`config.mk`:
```
export PLATFORM = sky130hd
export DESIGN_NAME = scl_config_loader
export DESIGN_NICKNAME = d
export VERILOG_FILES = /design/src/inc/scl_pkg.sv /design/src/rtl/scl_sync.sv /design/src/rtl/scl_config_loader.sv
export SDC_FILE = /design/constraint.sdc
export NUM_CORES = 1
export LEC_CHECK = 0
export BUFFER_PORTS_ARGS = -buffer_cell sky130_fd_sc_hd__buf_4
export CORE_MARGIN = 2
export CORE_UTILIZATION = 40
export DETAILED_ROUTE_END_ITERATION = 16
export GPL_ROUTABILITY_DRIVEN = 1
export HOLD_SLACK_MARGIN = 0.08
export MAX_ROUTING_LAYER = met4
export PLACE_DENSITY = 0.71
export REMOVE_ABC_BUFFERS = 1
export SLEW_MARGIN = 0
export SYNTH_ARGS = -nofsm -noshare
export SYNTH_HDL_FRONTEND = slang
export SYNTH_SLANG_ARGS = --single-unit
```
`constraint.sdc`:
```
create_clock -name clk -period 5.04 [get_ports clk]
set_input_delay 0.504 -clock clk [delete_from_list [all_inputs] [get_ports clk]]
set_output_delay 0.504 -clock clk [all_outputs]
set_load 0.02 [all_outputs]
```
`src/inc/scl_pkg.sv`:
```
// Shared constants and types of the synthesizer configuration loader.
`default_nettype none
package scl_pkg;

    // ==========================================================
    // Field widths
    localparam int LOOP_W = 9;
    localparam int POST_W = 2;
    localparam int DIAG_W = 3;
    localparam int CNT_W = 3;

    // ==========================================================
    // Carriers
    // Frame order, most significant first: diag pick, post code, loop
    typedef struct packed {
        logic [DIAG_W-1:0] diag;
        logic [POST_W-1:0] post;
        logic [LOOP_W-1:0] loop;
    } scl_cfg_s;

    localparam int FRAME_W = $bits(scl_cfg_s);

    // All pin levels that cross into the clock domain
    typedef struct packed {
        logic s_clk;
        logic s_data;
        logic s_load;
        logic p_load;
        logic [LOOP_W-1:0] loop;
        logic [POST_W-1:0] post;
        logic oe;
        logic ref_sel;
        logic ext_ref;
        logic xtal;
        logic osc;
    } scl_pins_s;

    localparam int PINS_W = $bits(scl_pins_s);

    // ==========================================================
    // Output divide codes
    localparam logic [POST_W-1:0] POST_DIV2 = 2'h0;
    localparam logic [POST_W-1:0] POST_DIV4 = 2'h1;
    localparam logic [POST_W-1:0] POST_DIV8 = 2'h2;
    localparam logic [POST_W-1:0] POST_DIV1 = 2'h3;

    // Oscillator rising edges per half period of the divided output
    localparam logic [CNT_W-1:0] HALF_DIV2 = 3'h1;
    localparam logic [CNT_W-1:0] HALF_DIV4 = 3'h2;
    localparam logic [CNT_W-1:0] HALF_DIV8 = 3'h4;
    localparam logic [CNT_W-1:0] HALF_NONE = 3'h0;
    localparam logic [CNT_W-1:0] CNT_ONE = 3'h1;
    localparam logic [CNT_W-1:0] CNT_ZERO = 3'h0;

    // ==========================================================
    // Diagnostic output selections
    localparam logic [DIAG_W-1:0] DIAG_REF = 3'h0;
    localparam logic [DIAG_W-1:0] DIAG_OSC = 3'h1;
    localparam logic [DIAG_W-1:0] DIAG_DIVOUT = 3'h2;
    localparam logic [DIAG_W-1:0] DIAG_SHIFT_MSB = 3'h3;
    localparam logic [DIAG_W-1:0] DIAG_LOW = 3'h4;
    localparam logic [DIAG_W-1:0] DIAG_HIGH = 3'h5;
    localparam logic [DIAG_W-1:0] DIAG_EXTREF = 3'h6;
    localparam logic [DIAG_W-1:0] DIAG_XTAL = 3'h7;

    // ==========================================================
    // Reset and open-pin values
    localparam logic [LOOP_W-1:0] LOOP_RST = 9'h1FF;
    localparam logic [POST_W-1:0] POST_RST = 2'h3;
    localparam logic [DIAG_W-1:0] DIAG_RST = 3'h0;
    localparam logic [FRAME_W-1:0] FRAME_RST = 14'h0000;
    localparam logic PULL_DOWN = 1'b0;
    localparam logic PULL_UP = 1'b1;
    localparam logic [LOOP_W-1:0] LOOP_OPEN = 9'h1FF;
    localparam logic [POST_W-1:0] POST_OPEN = 2'h3;
    // Pin bundle at its open levels: pulls applied, both strobes closed
    localparam logic [PINS_W-1:0] PINS_RST = 20'h1FFF8;

    // Which path last opened the latches
    typedef enum logic {
        SCL_SRC_SERIAL,
        SCL_SRC_PARALLEL
    } scl_src_e;

endpackage : scl_pkg
`default_nettype wire

```
`src/rtl/scl_sync.sv`:
```
// Two-flop synchroniser for a bundle of pin levels.
`timescale 1ns/1ns
`default_nettype none
module scl_sync #(
    parameter int WIDTH = 1
) (
    // Clock and reset
    input wire logic clk,
    input wire logic arst_n,
    // Levels
    input wire logic [WIDTH-1:0] async_in,
    output logic [WIDTH-1:0] sync_out
);
    logic [WIDTH-1:0] meta_q;
    logic [WIDTH-1:0] sync_q;

    // ==========================================================
    // Both stages; only the second stage leaves the module
    always_ff @(posedge clk or negedge arst_n) begin
        if (!arst_n) begin
            meta_q <= '0;
            sync_q <= '0;
        end else begin
            meta_q <= async_in;
            sync_q <= meta_q;
        end
    end

    assign sync_out = sync_q;
endmodule : scl_sync
`default_nettype wire

```
`src/rtl/scl_config_loader.sv`:
```
// Configuration loader and output divider of the frequency synthesizer.
// Notes on behaviour
// Code 00,01,10,11 divides by 2,4,8,1
// Output is oscillator divided by selected ratio
// Host keeps oscillator within 400-800 MHz
// High select uses crystal, low uses external
// Output enable changes only while output low
// Serial data sampled on shift clock rising
// Serial strobe high: transparent; falling: hold
// Host holds frame stable around strobe falling
// Parallel strobe low: transparent; rising: hold
// Nine-bit loop value, bit 8 is MSB
// Two-bit post code taken from parallel pins
// Diag pick field selects diag output; serial only
// Open serial pins and external reference read low
// Open parallel and control pins read high
// Parallel pins meant for power-up programming
// Frame: diag, post, loop; first bit MSB
// Most recent latching event sets configuration
`timescale 1ns/1ns
`default_nettype none
module scl_config_loader (
    // Clock and reset
    input wire logic clk,
    input wire logic arst_n,
    // Serial port pins
    input wire logic serial_shift_clock,
    input wire logic serial_data_in,
    input wire logic serial_load_strobe,
    input wire logic serial_pins_driven,
    // Parallel port pins
    input wire logic parallel_load_strobe,
    input wire logic [scl_pkg::LOOP_W-1:0] loop_divider_value,
    input wire logic [scl_pkg::POST_W-1:0] post_divide_code,
    input wire logic output_enable,
    input wire logic ref_source_select,
    input wire logic parallel_pins_driven,
    // Reference and oscillator levels
    input wire logic external_reference_in,
    input wire logic ext_ref_driven,
    input wire logic crystal_pins,
    input wire logic osc_in,
    // Outputs
    output logic loop_reference,
    output scl_pkg::scl_cfg_s active_cfg,
    output logic synth_out_p,
    output logic synth_out_n,
    output logic diag_output
);
    import scl_pkg::*;

    // ==========================================================
    // Half-period count for a divide code
    function automatic logic [CNT_W-1:0] half_count(
        input logic [POST_W-1:0] code
    );
        logic [CNT_W-1:0] h;
        h = HALF_NONE;
        case (code)
            POST_DIV2: h = HALF_DIV2;
            POST_DIV4: h = HALF_DIV4;
            POST_DIV8: h = HALF_DIV8;
            default: h = HALF_NONE;
        endcase
        return h;
    endfunction : half_count

    // ==========================================================
    // Pin resolution and synchronisation
    scl_pins_s raw;
    scl_pins_s s;
    logic [PINS_W-1:0] sync_vec;

    // Undriven pins fall back to their pull level
    always_comb begin
        raw = scl_pins_s'(PINS_RST);
        raw.xtal = crystal_pins;
        raw.osc = osc_in;
        if (serial_pins_driven) begin
            raw.s_clk = serial_shift_clock;
            raw.s_data = serial_data_in;
            raw.s_load = serial_load_strobe;
        end
        if (parallel_pins_driven) begin
            raw.p_load = parallel_load_strobe;
            raw.loop = loop_divider_value;
            raw.post = post_divide_code;
            raw.oe = output_enable;
            raw.ref_sel = ref_source_select;
        end
        if (ext_ref_driven) begin
            raw.ext_ref = external_reference_in;
        end
    end

    scl_sync #(
        .WIDTH(PINS_W)
    ) u_sync (
        .clk(clk),
        .arst_n(arst_n),
        .async_in(raw ^ PINS_RST),
        .sync_out(sync_vec)
    );

    // Levels cross relative to the open bundle, so cleared sync flops
    // read as idle pins: no false strobe or load right after reset
    assign s = scl_pins_s'(sync_vec ^ PINS_RST);

    // ==========================================================
    // Edge history and serial shift register
    scl_pins_s prev_q;
    scl_pins_s prev_d;
    logic [FRAME_W-1:0] shift_q;
    logic [FRAME_W-1:0] shift_d;
    logic s_clk_rise;
    logic s_load_rise;
    logic p_load_fall;
    logic osc_rise;

    assign s_clk_rise = s.s_clk & ~prev_q.s_clk;
    assign s_load_rise = s.s_load & ~prev_q.s_load;
    assign p_load_fall = ~s.p_load & prev_q.p_load;
    assign osc_rise = s.osc & ~prev_q.osc;

    // New bits enter at the bottom, so the first one ends at the top
    always_comb begin
        prev_d = s;
        shift_d = shift_q;
        if (s_clk_rise) begin
            shift_d = {shift_q[FRAME_W-2:0], s.s_data};
        end
    end

    always_ff @(posedge clk or negedge arst_n) begin
        if (!arst_n) begin
            prev_q <= PINS_RST;
            shift_q <= FRAME_RST;
        end else begin
            prev_q <= prev_d;
            shift_q <= shift_d;
        end
    end

    // ==========================================================
    // Configuration latches
    scl_cfg_s cfg_q;
    scl_cfg_s cfg_d;
    scl_src_e last_src_q;
    scl_src_e last_src_d;
    logic s_transp;
    logic p_transp;
    logic use_serial;
    logic use_parallel;

    assign s_transp = s.s_load;
    assign p_transp = ~s.p_load;

    // Both open at once: the path that opened last drives the latches.
    // The host must keep the frame steady at the strobe edge, since the
    // latches follow the shift register right up to the closing edge.
    always_comb begin
        last_src_d = last_src_q;
        if (s_load_rise && !p_load_fall) begin
            last_src_d = SCL_SRC_SERIAL;
        end else if (p_load_fall && !s_load_rise) begin
            last_src_d = SCL_SRC_PARALLEL;
        end
        use_serial = s_transp &&
            (!p_transp || last_src_d == SCL_SRC_SERIAL);
        use_parallel = p_transp && !use_serial;
        cfg_d = cfg_q;
        if (use_serial) begin
            cfg_d = scl_cfg_s'(shift_q);
        end else if (use_parallel) begin
            cfg_d.loop = s.loop;
            cfg_d.post = s.post;
        end
    end

    always_ff @(posedge clk or negedge arst_n) begin
        if (!arst_n) begin
            cfg_q <= '{diag: DIAG_RST, post: POST_RST, loop: LOOP_RST};
            last_src_q <= SCL_SRC_PARALLEL;
        end else begin
            cfg_q <= cfg_d;
            last_src_q <= last_src_d;
        end
    end

    assign active_cfg = cfg_q;

    // ==========================================================
    // Output divider, synchronous enable, reference and diag mux
    logic [CNT_W-1:0] cnt_q;
    logic [CNT_W-1:0] cnt_d;
    logic [CNT_W-1:0] half;
    logic div_q;
    logic div_d;
    logic en_q;
    logic en_d;
    logic outp_q;
    logic outp_d;
    logic ref_q;
    logic ref_d;
    logic diag_q;
    logic diag_d;

    // The enable only moves while the divided clock is low, so a
    // change can never chop a high phase into a runt pulse.
    always_comb begin
        half = half_count(cfg_q.post);
        cnt_d = cnt_q;
        div_d = div_q;
        if (half == HALF_NONE) begin
            div_d = s.osc;
            cnt_d = CNT_ZERO;
        end else if (osc_rise) begin
            if (cnt_q + CNT_ONE >= half) begin
                div_d = ~div_q;
                cnt_d = CNT_ZERO;
            end else begin
                cnt_d = cnt_q + CNT_ONE;
            end
        end
        en_d = div_q ? en_q : s.oe;
        outp_d = div_d & en_d;
        ref_d = s.ref_sel ? s.xtal : s.ext_ref;
        case (cfg_q.diag)
            DIAG_REF: diag_d = ref_q;
            DIAG_OSC: diag_d = s.osc;
            DIAG_DIVOUT: diag_d = div_q;
            DIAG_SHIFT_MSB: diag_d = shift_q[FRAME_W-1];
            DIAG_LOW: diag_d = 1'b0;
            DIAG_HIGH: diag_d = 1'b1;
            DIAG_EXTREF: diag_d = s.ext_ref;
            default: diag_d = s.xtal;
        endcase
    end

    always_ff @(posedge clk or negedge arst_n) begin
        if (!arst_n) begin
            cnt_q <= CNT_ZERO;
            div_q <= 1'b0;
            en_q <= 1'b0;
            outp_q <= 1'b0;
            ref_q <= 1'b0;
            diag_q <= 1'b0;
        end else begin
            cnt_q <= cnt_d;
            div_q <= div_d;
            en_q <= en_d;
            outp_q <= outp_d;
            ref_q <= ref_d;
            diag_q <= diag_d;
        end
    end

    // Disabled output parks with true low and complement high
    assign synth_out_p = outp_q;
    assign synth_out_n = ~outp_q;
    assign loop_reference = ref_q;
    assign diag_output = diag_q;

    // ==========================================================
    // Checks
    a_shift_takes_bit: assert property (
        @(posedge clk) disable iff (!arst_n)
        s_clk_rise |=>
        shift_q == {$past(shift_q[FRAME_W-2:0]), $past(s.s_data)})
        else $error("shift register missed a serial bit");

    a_serial_follows: assert property (
        @(posedge clk) disable iff (!arst_n)
        (s_transp && !p_transp) |=> cfg_q == scl_cfg_s'($past(shift_q)))
        else $error("serial latch not transparent");

    a_serial_holds: assert property (
        @(posedge clk) disable iff (!arst_n)
        (!s_transp && !p_transp) |=> $stable(cfg_q))
        else $error("latched configuration changed while closed");

    a_parallel_follows: assert property (
        @(posedge clk) disable iff (!arst_n)
        (p_transp && !s_transp) |=>
        (cfg_q.loop == $past(s.loop)) && (cfg_q.post == $past(s.post)))
        else $error("parallel latch not transparent");

    a_parallel_no_diag: assert property (
        @(posedge clk) disable iff (!arst_n)
        !s_transp |=> $stable(cfg_q.diag))
        else $error("diag field moved without serial load");

    a_latest_wins: assert property (
        @(posedge clk) disable iff (!arst_n)
        (s_load_rise && p_transp && !p_load_fall) |=>
        cfg_q == scl_cfg_s'($past(shift_q)))
        else $error("newer serial load did not win");

    a_ref_choice: assert property (
        @(posedge clk) disable iff (!arst_n)
        ##1 loop_reference ==
        ($past(s.ref_sel) ? $past(s.xtal) : $past(s.ext_ref)))
        else $error("wrong loop reference");

    a_bypass_div: assert property (
        @(posedge clk) disable iff (!arst_n)
        (cfg_q.post == POST_DIV1) |=> div_q == $past(s.osc))
        else $error("divide by one does not follow oscillator");

    a_div2_toggle: assert property (
        @(posedge clk) disable iff (!arst_n)
        (cfg_q.post == POST_DIV2 && osc_rise) |=> div_q != $past(div_q))
        else $error("divide by two did not toggle");

    a_enable_low: assert property (
        @(posedge clk) disable iff (!arst_n)
        (en_q != $past(en_q)) |-> !$past(div_q))
        else $error("enable changed during high phase");

    a_disabled_quiet: assert property (
        @(posedge clk) disable iff (!arst_n)
        !en_q |-> ##0 !outp_q)
        else $error("output active while disabled");
endmodule : scl_config_loader
`default_nettype wire

```
==> results of run 1 <==
## path summary, 6_finish.rpt
check                                           start                            to  slack [ns]  cells after the start
hold reg to reg            u_sync.meta_q[3]$_DFF_PN0_  u_sync.sync_out[3]$_DFF_PN0_        0.34                      0
hold / removal                           crystal_pins    u_sync.meta_q[1]$_DFF_PN0_        0.27                      1
setup / recovery                 cnt_q[0]$_DFFE_PN0P_         synth_out_p$_DFF_PN0_        2.95                      7
max in group asynchronous                      arst_n    u_sync.meta_q[0]$_DFF_PN0_        4.10                      1
min in group asynchronous                      arst_n   u_sync.meta_q[18]$_DFF_PN0_        0.32                      1
setup reg to reg                 cnt_q[0]$_DFFE_PN0P_         synth_out_p$_DFF_PN0_        2.95                      7
## routing by layer
metal	global-route usage [%]	wire length (microns)
met3	4.56	180
met4	5.68	72
met2	18.1	2160
met5	-	0
met1	16.1	2130
## kinds of logic after synthesis
logic type      Yosys count  synth area share [%]
compound gates           27                  6.70
xor+xnor                  1                 0.290
simple gates             54                  9.39
mux                      31                  11.9
flops                    81                  67.5
buf+inv                  10                  2.19
fa+ha+maj                 5                  2.03
## state kept, by name, indices dropped and copies added (netlist names)
| signal | cells |
|---|---|
| u_sync.meta_q | 20 |
| u_sync.sync_out | 20 |
| active_cfg | 14 |
| shift_q | 14 |
| prev_q | 4 |
| cnt_q | 3 |
| diag_output | 1 |
| div_q | 1 |
| en_q | 1 |
| last_src_q | 1 |
| loop_reference | 1 |
| synth_out_p | 1 |
## where the power goes
group,leakage [nW],internal [mW],switching [mW]
Clock,0.0982,0.257,0.227
Combinational,0.589,0.180,0.172
Sequential,1.01,0.769,0.0738
## layout make-up
class | count | area share (%)
clock inverters | 5 | 1.69
flip-flops and latches | 81 | 56.3
well taps | 99 | 3.42
repair buffers | 42 | 8.70
multi-input cells | 118 | 25.3
clock buffers | 11 | 4.18
inverters | 4 | 0.414
## through the flow
step                power, mW  setup WS, ns  cells  utilization (%)  cell area, sq um
floorplan                1.07          3.17    203                -              2970
global placement         1.20          3.11    344             46.8              3410
detailed placement       1.21          2.98    344             46.8              3410
CTS                      1.70          2.96    360             49.7              3630
global route             1.78          2.84    360             49.7              3630
finish                   1.68          2.95    360             49.7              3630
## layout by cell type (no fill, tap or decap), types with 2 or more instances in the layout
cell / count
o21ai_2: 8
a21oi_1: 2
mux2_4: 3
nor2_1: 3
nand2_1: 18
o21ai_0: 6
mux2_2: 27
inv_1: 4
and2_1: 4
nor2b_1: 17
buf_4: 42
clkbuf_8: 11
o21a_1: 2
dfstp_2: 13
nand3_1: 3
a221oi_1: 2
nand2b_1: 3
nor3_1: 2
ha_1: 4
dfrtp_1: 68
clkinvlp_4: 3
## critical path, cell delays in order, from the launching register on
cell and delay (ns):
dfrtp_1 0.42, ha_1 0.26, xor2_1 0.18, ha_1 0.32, a21oi_1 0.20, o21ai_1 0.14
a221oi_1 0.36, nor3_1 0.08
==> out/qor.csv, run 1 <==
stage,metric,value,unit
pwr,ir_worst_vdd,0.213,mV
worst_setup_path,required,5.26,ns
detailed_routing,vias,1646,
cells_and_area,drive_above_1_share,43.3,%
placed_design,port-buffer-count,42,
sta,fin_skew,0.00905,ns
worst_setup_path,cp_max_fo,4,
global_route,grt_max_degree,82,
logic_synthesis,yosysMostFrequentCell,dfrtp_1,
clocking,clock_sink_count,81,
cells_and_area,fillers,657,
detailed_routing,wl,4540,microns
clocking,tritoncts,done,
worst_setup_path,critPathKind,reg2reg,
clocking,clockBufferDepth,2,
cells_and_area,syn_to_final_growth,19.9,%
sta,max_freq,478,MHz
sta,period_needed,2.09,ns
floorplanning,die_x,91.0,microns
sta,slew_viol_final,0,
worst_setup_path,critPathCaptureType,flip-flop,
clocking,cts.repair.resized,0,
clocking,htree_levels,3,
logic_synthesis,synthCells,209,
hold_path,min_path_type,in2reg,
detailed_routing,drtIter0Drc,118,
floorplanning,core,7290,sq um
logic_synthesis,synth_seq_cells,81,
logic_synthesis,yosys.area.top_type,dfrtp_1,
logic_synthesis,yosysSeqAreaShare,67.5,%
logic_synthesis,async_flop_share,100,%
run_status,status,"complete, no violations",
floorplanning,io_pins,43,
floorplanning,start_util,41.5,%
cells_and_area,seqCellArea,2040,sq um
logic_synthesis,synth_common_cells,"dfrtp_1, mux2_2, nand2_1, nor2b_1, dfstp_2",
placed_design,dpl.hpwl,3000,microns
global_route,grt_pass1_vias,1672,
cells_and_area,nets,285,
pwr,p_per_area,463,nW/um^2
logic_synthesis,ys_types,36,
sta,relSlewSlack,21.1,%
placed_design,routabilityCongestion,0.725,
global_route,grt-ovfl-total,0,
detailed_routing,ant_nets,0,
sta,grt_setup_unrepaired,no,
logic_synthesis,synth-warning-count,0,
sta,fin_crit_sh,41.5,%
clocking,cts_root_buffer,clkbuf_8,
detailed_routing,via_per_inst,4.57,
floorplanning,rows,31,
cells_and_area,multiInputGateArea,916,sq um
logic_synthesis,synth_ff_type,dfrtp_1,
detailed_routing,drc_errors,0,
cells_and_area,antennaDiodeCount,0,
clocking,numCtsBuffers,9,
logic_synthesis,synth_area,3030,sq um
sta,tightest_slew,1.18,ns
sta,hold_viol,0,
logic_synthesis,syn_area_per_cell,14.5,sq um
flow_run,cap_viol_max_count,0,
detailed_routing,wire_per_inst,12.6,microns
global_route,grt_usage,12.6,%
sta,setup_viol,0,
floorplanning,die_area,8280,sq um
sta,whs,0.271,ns
detailed_routing,first_pass_iters,4,
logic_synthesis,synth_top_area_share,56.2,%
clocking,cts_hold_buf,0,
clocking,cts.clk_slew.worst_paths,0.08,ns
logic_synthesis,synth_edf_count,0,
pwr,leakage,1.70,nW
sta,tns,0,ns
worst_setup_path,start_kind,flip-flop,
floorplanning,die-height,91.0,microns
logic_synthesis,ys_top_cells_by_area,"dfrtp_1, dfstp_2, mux2_2",
worst_setup_path,cp.arrival,2.31,ns
clocking,cts_setup_buffers,0,
clocking,clock_latency,0.34,ns
global_route,antenna_found_initial,0,
global_route,grt_pass1_wl,7880,microns
Note: power is estimated with default switching activity, not from simulation.
==> run 2, diff against run 1 <==
--- a/config.mk
+++ b/config.mk
@@ -12,7 +12,7 @@
 export GPL_ROUTABILITY_DRIVEN = 1
 export HOLD_SLACK_MARGIN = 0.08
 export MAX_ROUTING_LAYER = met4
-export PLACE_DENSITY = 0.71
+export PLACE_DENSITY = 0.73
 export REMOVE_ABC_BUFFERS = 1
 export SLEW_MARGIN = 0
 export SYNTH_ARGS = -nofsm -noshare
==> constraint.sdc (replaced) <==
create_clock -name clk -period 1.8 [get_ports clk]
set_input_delay 0.18 -clock clk [delete_from_list [all_inputs] [get_ports clk]]
set_output_delay 0.18 -clock clk [all_outputs]
set_load 0.02 [all_outputs]
==> run 2 against run 1 <==
  * The run now ends with setup timing left
  * Clock power rose to 2.6 times the previous value
  * Critical endpoint is now cnt_q[0]$_DFFE_PN0P_
  * Critical path type unchanged
  * Die area unchanged
  * Sequential power rose to 2.8 times the previous value
  * Register-to-register slack worse by 3.0 ns
  * Clock-buffer cell count up 1
  * Utilization up 4.8 points
  * Non-clock buffer count up 37
  * Total power rose to 2.9 times the previous value
==> out/qor.csv, run 2 (synthesized netlist as in run 1, its figures left out) <==
stage,metric,value,unit,change
clocking,clock_sink_count,81,,unchanged
sta,grt_setup_unrepaired,yes,,was no
floorplanning,io_pins,43,,unchanged
cells_and_area,syn_to_final_growth,31.5,%,was 19.9%
run_status,status,"finished, violations left",,"was complete, no violations"
global_route,grt-ovfl-total,0,,unchanged
clocking,cts.clk_slew.worst_paths,0.08,ns,about the same
clocking,tritoncts,done,,unchanged
worst_setup_path,cpMaxStageDelayCell,dfrtp_1,,unchanged
cells_and_area,final_common_cell,dfrtp_1,,unchanged
global_route,grt_max_degree,34,,was 82
hold_path,min_path_type,in2reg,,unchanged
clocking,cts_root_buffer,clkbuf_8,,unchanged
worst_setup_path,cp.arrival,2.16,ns,was 2.31 ns
sta,fin_crit_sh,104,%,was 41.5%
cells_and_area,layout_common_cells,"dfrtp_1, buf_4, mux2_2",,unchanged
floorplanning,core,7290,sq um,unchanged
floorplanning,die_area,8280,sq um,unchanged
worst_setup_path,critPathBufInv,0,,unchanged
global_route,grt_pass1_vias,1769,,was 1672
detailed_routing,first_pass_iters,4,,unchanged
worst_setup_path,start_kind,flip-flop,,unchanged
pwr,p_per_area,1210,nW/um^2,was 463 nW/um^2
clocking,clockBufferDepth,2,,unchanged
sta,timing.final.ws_setup,-0.0766,ns,was 2.95 ns
floorplanning,die_x,91.0,microns,unchanged
sta,setup_viol,3,,was 0
global_route,grt_usage,14.2,%,was 12.6%
worst_setup_path,critPathKind,reg2reg,,unchanged
hold_path,hp-start,parallel_pins_driven,,was crystal_pins
global_route,antenna_found_initial,0,,unchanged
detailed_routing,wl,5180,microns,was 4540 microns
sta,fin_skew,0.00894,ns,was 0.00905 ns
worst_setup_path,required,2.08,ns,was 5.26 ns
worst_setup_path,cp_cell_sequence,"ha_2, xor2_1, ha_1, a21oi_2, o21ai_2, or3_1, a21boi_1",,"was ha_1, xor2_1, ha_1, a21oi_1, o21ai_1, a221oi_1, nor3_1"
cells_and_area,fillers,619,,was 657
worst_setup_path,rrSetupSlack,-0.08,ns,was 2.95 ns
worst_setup_path,timing.critical_path.from,cnt_q[0]$_DFFE_PN0P_,,unchanged
detailed_routing,via_per_inst,4.48,,was 4.57
sta,tns,-0.192,ns,was 0 ns
detailed_routing,drtIter0Drc,94,,was 118
floorplanning,die-height,91.0,microns,unchanged
sta,period_needed,1.88,ns,was 2.09 ns
worst_setup_path,worst_path_largest_cell_delay,0.39,ns,was 0.42 ns
sta,tightest_slew,0.416,ns,was 1.18 ns
sta,max_freq,533,MHz,was 478 MHz
placed_design,port-buffer-count,42,,unchanged
placed_design,dpl-instance-area,3490,sq um,was 3410 sq um
flow_run,cap_viol_max_count,0,,unchanged
placed_design,routabilityCongestion,0.739,,was 0.725
floorplanning,start_util,41.5,%,unchanged
worst_setup_path,cpLargestDelayFamily,adder cells,,was compound AO/OA/AOI/OAI gates
cells_and_area,antennaDiodeCount,0,,unchanged
clocking,numCtsBuffers,9,,unchanged
sta,relSlewSlack,72.2,%,was 21.1%
sta,hold_viol,0,,unchanged
global_route,grt_pass1_wl,8650,microns,was 7880 microns
detailed_routing,wire_per_inst,13.0,microns,was 12.6 microns
clocking,clock_latency,0.35,ns,was 0.34 ns
detailed_routing,vias,1780,,was 1646
cells_and_area,finish.utilization,54.5,%,was 49.7%
placed_design,dpl_worst_slack,-0.157,ns,was 2.98 ns
cells_and_area,fin_area,3980,sq um,was 3630 sq um
worst_setup_path,critPathCaptureType,flip-flop,,unchanged
worst_setup_path,r2r-start,cnt_q[0]$_DFFE_PN0P_,,unchanged
pwr,leakage,1.87,nW,was 1.70 nW
cells_and_area,nets,322,,was 285
detailed_routing,drc_errors,0,,unchanged
placed_design,dpl.hpwl,3290,microns,was 3000 microns
sta,slew_viol_final,0,,unchanged
floorplanning,rows,31,,unchanged
worst_setup_path,cp_max_fo,3,,was 4
clocking,htree_levels,3,,unchanged
run_status,failed_checks,setup timing,,
pwr,ir_worst_vdd,0.447,mV,was 0.213 mV
cells_and_area,drive_above_1_share,42.6,%,was 43.3%
sta,whs,0.156,ns,was 0.271 ns
detailed_routing,ant_nets,0,,unchanged
[run 2: changes by cell type in the layout (fill, tap and decap cells not counted), moves of 2 or more]
| cell | change |
|---|---|
| clkbuf_1 | +3 |
| buf_4 | +11 |
| dlygate4sd3_1 | +25 |
| clkinvlp_4 | -2 |
| clkinv_4 | +2 |
| clkbuf_8 | -2 |
[run 2: report_power, final]
group	internal, mW	leakage, nW	switching, mW
clock	0.647	0.0908	0.621
sequential	2.15	1.01	0.199
combinational	0.618	0.763	0.554
[run 2: per-stage QoR]
stage	instances	power (mW)
detailed placement	352	3.42
CTS	394	4.78
global route	397	5.07
finish	397	4.79
floorplan	203	3.01
global placement	352	3.38
[run 2: layout make-up]
| type | instances | area (sq um) | share of cell area, % |
|---|---|---|---|
| flip-flops and latches | 81 | 2040 | 51.4 |
| multi-input cells | 118 | 937 | 23.6 |
| repair buffers | 79 | 668 | 16.8 |
| clock buffers | 12 | 135 | 3.40 |
| well taps | 99 | 124 | 3.11 |
| clock inverters | 4 | 55.1 | 1.38 |
| inverters | 4 | 15.0 | 0.377 |
[run 2: final timing paths]
kind,endpoint,cells after the start
min in group asynchronous,u_sync.meta_q[8]$_DFF_PN0_,2
setup / recovery,cnt_q[0]$_DFFE_PN0P_,7
hold reg to reg,u_sync.sync_out[7]$_DFF_PN0_,0
setup reg to reg,cnt_q[0]$_DFFE_PN0P_,7
max in group asynchronous,active_cfg[2]$_DFFE_PN1P_,3
hold / removal,u_sync.meta_q[13]$_DFF_PN0_,2
[run 2: layer usage]
metal / vias to the layer above / global-route usage [%] / part of all wire, %
li1: 874 / - / -
met3: 12 / 4.73 / 4.3
met4: 0 / 7.83 / 2.6
met2: 35 / 21.4 / 49
met1: 859 / 16.8 / 44
met5: - / - / 0
[run 2: repair_timing]
| action | CTS | global route |
|---|---|---|
| buffers inserted | 1 | 3 |
| resized for setup | 3 | 2 |
| endpoints found under the setup margin | 4 | 4 |
| cloned | 0 | 0 |
| endpoints found under the hold margin | 50 | 0 |
| hold buffers | 25 | 0 |
| pin swaps | 3 | 4 |
==> run 3, diff against run 2 <==
--- a/config.mk
+++ b/config.mk
@@ -5,6 +5,7 @@
 export SDC_FILE = /design/constraint.sdc
 export NUM_CORES = 1
 export LEC_CHECK = 0
+export ABC_AREA = 1
 export BUFFER_PORTS_ARGS = -buffer_cell sky130_fd_sc_hd__buf_4
 export CORE_MARGIN = 2
 export CORE_UTILIZATION = 40
==> run 3 against run 2 <==
  * The run now ends clean
  * Area after synthesis decreased by 2.9%
  * Clock power barely moved
  * Worst setup slack improved by 0.11 ns
  * Hold slack better by 0.11 ns
  * Design area shrank 1.7%
  * Combinational power barely moved
  * Clock-buffer cell count decreased by 1
  * Non-clock buffer count shrank 3
  * Clock skew shrank 0.0019 ns
  * First-iteration DRC count up 51%
  * Routed wire length rose by 3.5%
==> out/qor.csv, run 3 <==
stage,metric,value,unit,change
run_status,status,"complete, no violations",,"was finished, violations left"
clocking,numCtsBuffers,9,,unchanged
logic_synthesis,synth_seq_cells,81,,unchanged
sta,tightest_slew,0.603,ns,was 0.416 ns
logic_synthesis,synth_top_area_share,57.9,%,was 56.2%
pwr,leakage,1.95,nW,was 1.87 nW
cells_and_area,final_cells,444,,was 397
cells_and_area,layout_common_cells,"dfrtp_1, nand2_1, buf_4",,"was dfrtp_1, buf_4, mux2_2"
detailed_routing,wire_per_inst,12.1,microns,was 13.0 microns
floorplanning,core,7180,sq um,was 7290 sq um
detailed_routing,first_pass_iters,4,,unchanged
cells_and_area,nets,369,,was 322
logic_synthesis,yosysSeqAreaShare,69.5,%,was 67.5%
detailed_routing,vias,1978,,was 1780
floorplanning,rows,31,,unchanged
sta,setup_viol,0,,was 3
logic_synthesis,synth_ff_type,dfrtp_1,,unchanged
pwr,p_per_area,1220,nW/um^2,was 1210 nW/um^2
placed_design,dpl.hpwl,3390,microns,was 3290 microns
sta,tns,0,ns,was -0.192 ns
placed_design,dpl-instance-area,3390,sq um,was 3490 sq um
cells_and_area,final_common_cell,dfrtp_1,,unchanged
floorplanning,die_area,8050,sq um,was 8280 sq um
clocking,clock_sink_count,81,,unchanged
detailed_routing,drtIter0Drc,142,,was 94
sta,hold_viol,0,,unchanged
worst_setup_path,required,2.03,ns,was 2.08 ns
logic_synthesis,synth-warning-count,0,,unchanged
logic_synthesis,synth_edf_count,0,,unchanged
global_route,grt-ovfl-total,0,,unchanged
floorplanning,die-height,89.7,microns,was 91.0 microns
logic_synthesis,synth_area,2940,sq um,was 3030 sq um
flow_run,cap_viol_max_count,0,,unchanged
detailed_routing,ant_nets,0,,unchanged
worst_setup_path,critPathKind,reg2reg,,unchanged
cells_and_area,syn_to_final_growth,33.0,%,was 31.5%
sta,relSlewSlack,59.7,%,was 72.2%
clocking,clock_latency,0.34,ns,was 0.35 ns
pwr,p_total,4.77,mW,was 4.79 mW
sta,max_freq,567,MHz,was 533 MHz
worst_setup_path,critPathCaptureType,flip-flop,,unchanged
global_route,grt_max_degree,44,,was 34
sta,fin_crit_sh,97.9,%,was 104%
global_route,grt_pass1_vias,1927,,was 1769
placed_design,routabilityCongestion,0.767,,was 0.739
logic_synthesis,yosysMostFrequentCell,dfrtp_1,,unchanged
sta,period_needed,1.76,ns,was 1.88 ns
worst_setup_path,cp.arrival,2.00,ns,was 2.16 ns
floorplanning,start_util,41.0,%,was 41.5%
hold_path,min_path_type,in2reg,,unchanged
worst_setup_path,cp_max_fo,4,,was 3
placed_design,port-buffer-count,42,,unchanged
global_route,grt_usage,14.8,%,was 14.2%
sta,fin_skew,0.00702,ns,was 0.00894 ns
placed_design,placedCellCount,399,,was 352
detailed_routing,drc_errors,0,,unchanged
logic_synthesis,syn_area_per_cell,11.3,sq um,was 14.5 sq um
logic_synthesis,synth_common_cells,"dfrtp_1, nand2_1, nor2_1, nand3_1, inv_1",,"was dfrtp_1, mux2_2, nand2_1, nor2b_1, dfstp_2"
logic_synthesis,async_flop_share,100,%,unchanged
clocking,tritoncts,done,,unchanged
global_route,antenna_found_initial,0,,unchanged
pwr,ir_worst_vdd,0.400,mV,was 0.447 mV
clocking,htree_levels,3,,unchanged
detailed_routing,wl,5360,microns,was 5180 microns
clocking,cts_root_buffer,clkbuf_8,,unchanged
clocking,clockBufferDepth,2,,unchanged
floorplanning,io_pins,43,,unchanged
cells_and_area,antennaDiodeCount,0,,unchanged
detailed_routing,via_per_inst,4.45,,was 4.48
sta,timing.final.ws_setup,0.0372,ns,was -0.0766 ns
logic_synthesis,ys_types,20,,was 36
clocking,cts.clk_slew.worst_paths,0.08,ns,about the same
logic_synthesis,yosys.area.top_type,dfrtp_1,,unchanged
cells_and_area,drive_above_1_share,30.4,%,was 42.6%
cells_and_area,fin_area,3910,sq um,was 3980 sq um
logic_synthesis,ys_top_cells_by_area,"dfrtp_1, dfstp_2, nand2_1",,"was dfrtp_1, dfstp_2, mux2_2"
placed_design,dpl_worst_slack,-0.0366,ns,was -0.157 ns
sta,whs,0.264,ns,was 0.156 ns
logic_synthesis,synthCells,260,,was 209
cells_and_area,finish.utilization,54.5,%,about the same
sta,grt_setup_unrepaired,yes,,unchanged
worst_setup_path,start_kind,flip-flop,,unchanged
global_route,grt_pass1_wl,9160,microns,was 8650 microns
sta,slew_viol_final,0,,unchanged
floorplanning,die_x,89.7,microns,was 91.0 microns
## run 3: cell types whose count changed after synthesis, moves of 3 or more
cell	delta
and2_1	-4
inv_1	+17
nand2b_1	-3
mux2_4	-3
nand3_1	+27
nor2b_1	-17
mux2_2	-15
o21ai_2	-7
nand2_1	+35
nor2_1	+30
## run 3: cells by family (layout without fill, tap and decap cells)
| group | after synthesis | after routing | share of synthesized area (%) |
|---|---|---|---|
| AND/OR/NAND/NOR | 120 | 120 | 17.3 |
| multiplexers | 12 | 12 | 4.60 |
| flip-flops | 81 | 81 | 69.5 |
| buffers and inverters | 28 | 113 | 3.92 |
| adder cells (fa/ha/maj) | 4 | 4 | 1.70 |
| XOR/XNOR | 1 | 1 | 0.298 |
| AO/OA/AOI/OAI | 14 | 14 | 2.68 |
## run 3: worst paths after layout
path / from / end / slack, ns / cells after the start
hold reg to reg: u_sync.meta_q[15]$_DFF_PN0_ / u_sync.sync_out[15]$_DFF_PN0_ / 0.35 / 0
setup / recovery: active_cfg[9]$_DFFE_PN1P_ / synth_out_p$_DFF_PN0_ / 0.04 / 12
hold / removal: parallel_pins_driven / u_sync.meta_q[3]$_DFF_PN0_ / 0.26 / 3
max in group asynchronous: arst_n / active_cfg[9]$_DFFE_PN1P_ / 0.79 / 3
min in group asynchronous: arst_n / u_sync.meta_q[9]$_DFF_PN0_ / 0.36 / 2
setup reg to reg: active_cfg[9]$_DFFE_PN1P_ / synth_out_p$_DFF_PN0_ / 0.04 / 12
## run 3: critical path, cell delays in order, from the launching register on
cell and delay, ns:
dfstp_2 0.54, inv_2 0.04, or2_4 0.25, ha_4 0.27
nand2_2 0.05, inv_2 0.05, nand2_2 0.05, nand2_2 0.08
nand2_1 0.05, nand2_1 0.07, nand3_1 0.07, nand2_1 0.09
nor2_1 0.05
## run 3: cell type report
class | count | area [sq um]
Tap cell | 99 | 124
Inverter | 21 | 78.8
Clock inverter | 5 | 56.3
Multi-Input combinational cell | 151 | 830
Clock buffer | 11 | 131
Timing Repair Buffer | 76 | 646
Sequential cell | 81 | 2040
Fill cell | 619 | 3270
## run 3: power by group
group	internal, mW	total [mW]	switching (mW)
Combinational	0.554	1.17	0.619
Clock	0.639	1.25	0.614
Sequential	2.15	2.34	0.188
Total	3.35	4.77	1.42
## run 3: metal layers
metal / routed length, microns / up-vias / global-route usage (%)
met5: 0 / - / -
li1: - / 989 / -
met4: 138 / 0 / 8.85
met3: 113 / 12 / 2.35
met2: 2720 / 29 / 23.0
met1: 2380 / 948 / 18.6
## run 3: timing repair
action                                  in CTS  in global routing
endpoints found under the hold margin       52                  0
pin swaps                                    1                 10
endpoints found under the setup margin       3                  5
buffers inserted                             1                  3
hold buffers                                25                  0
resized for setup                            1                 10
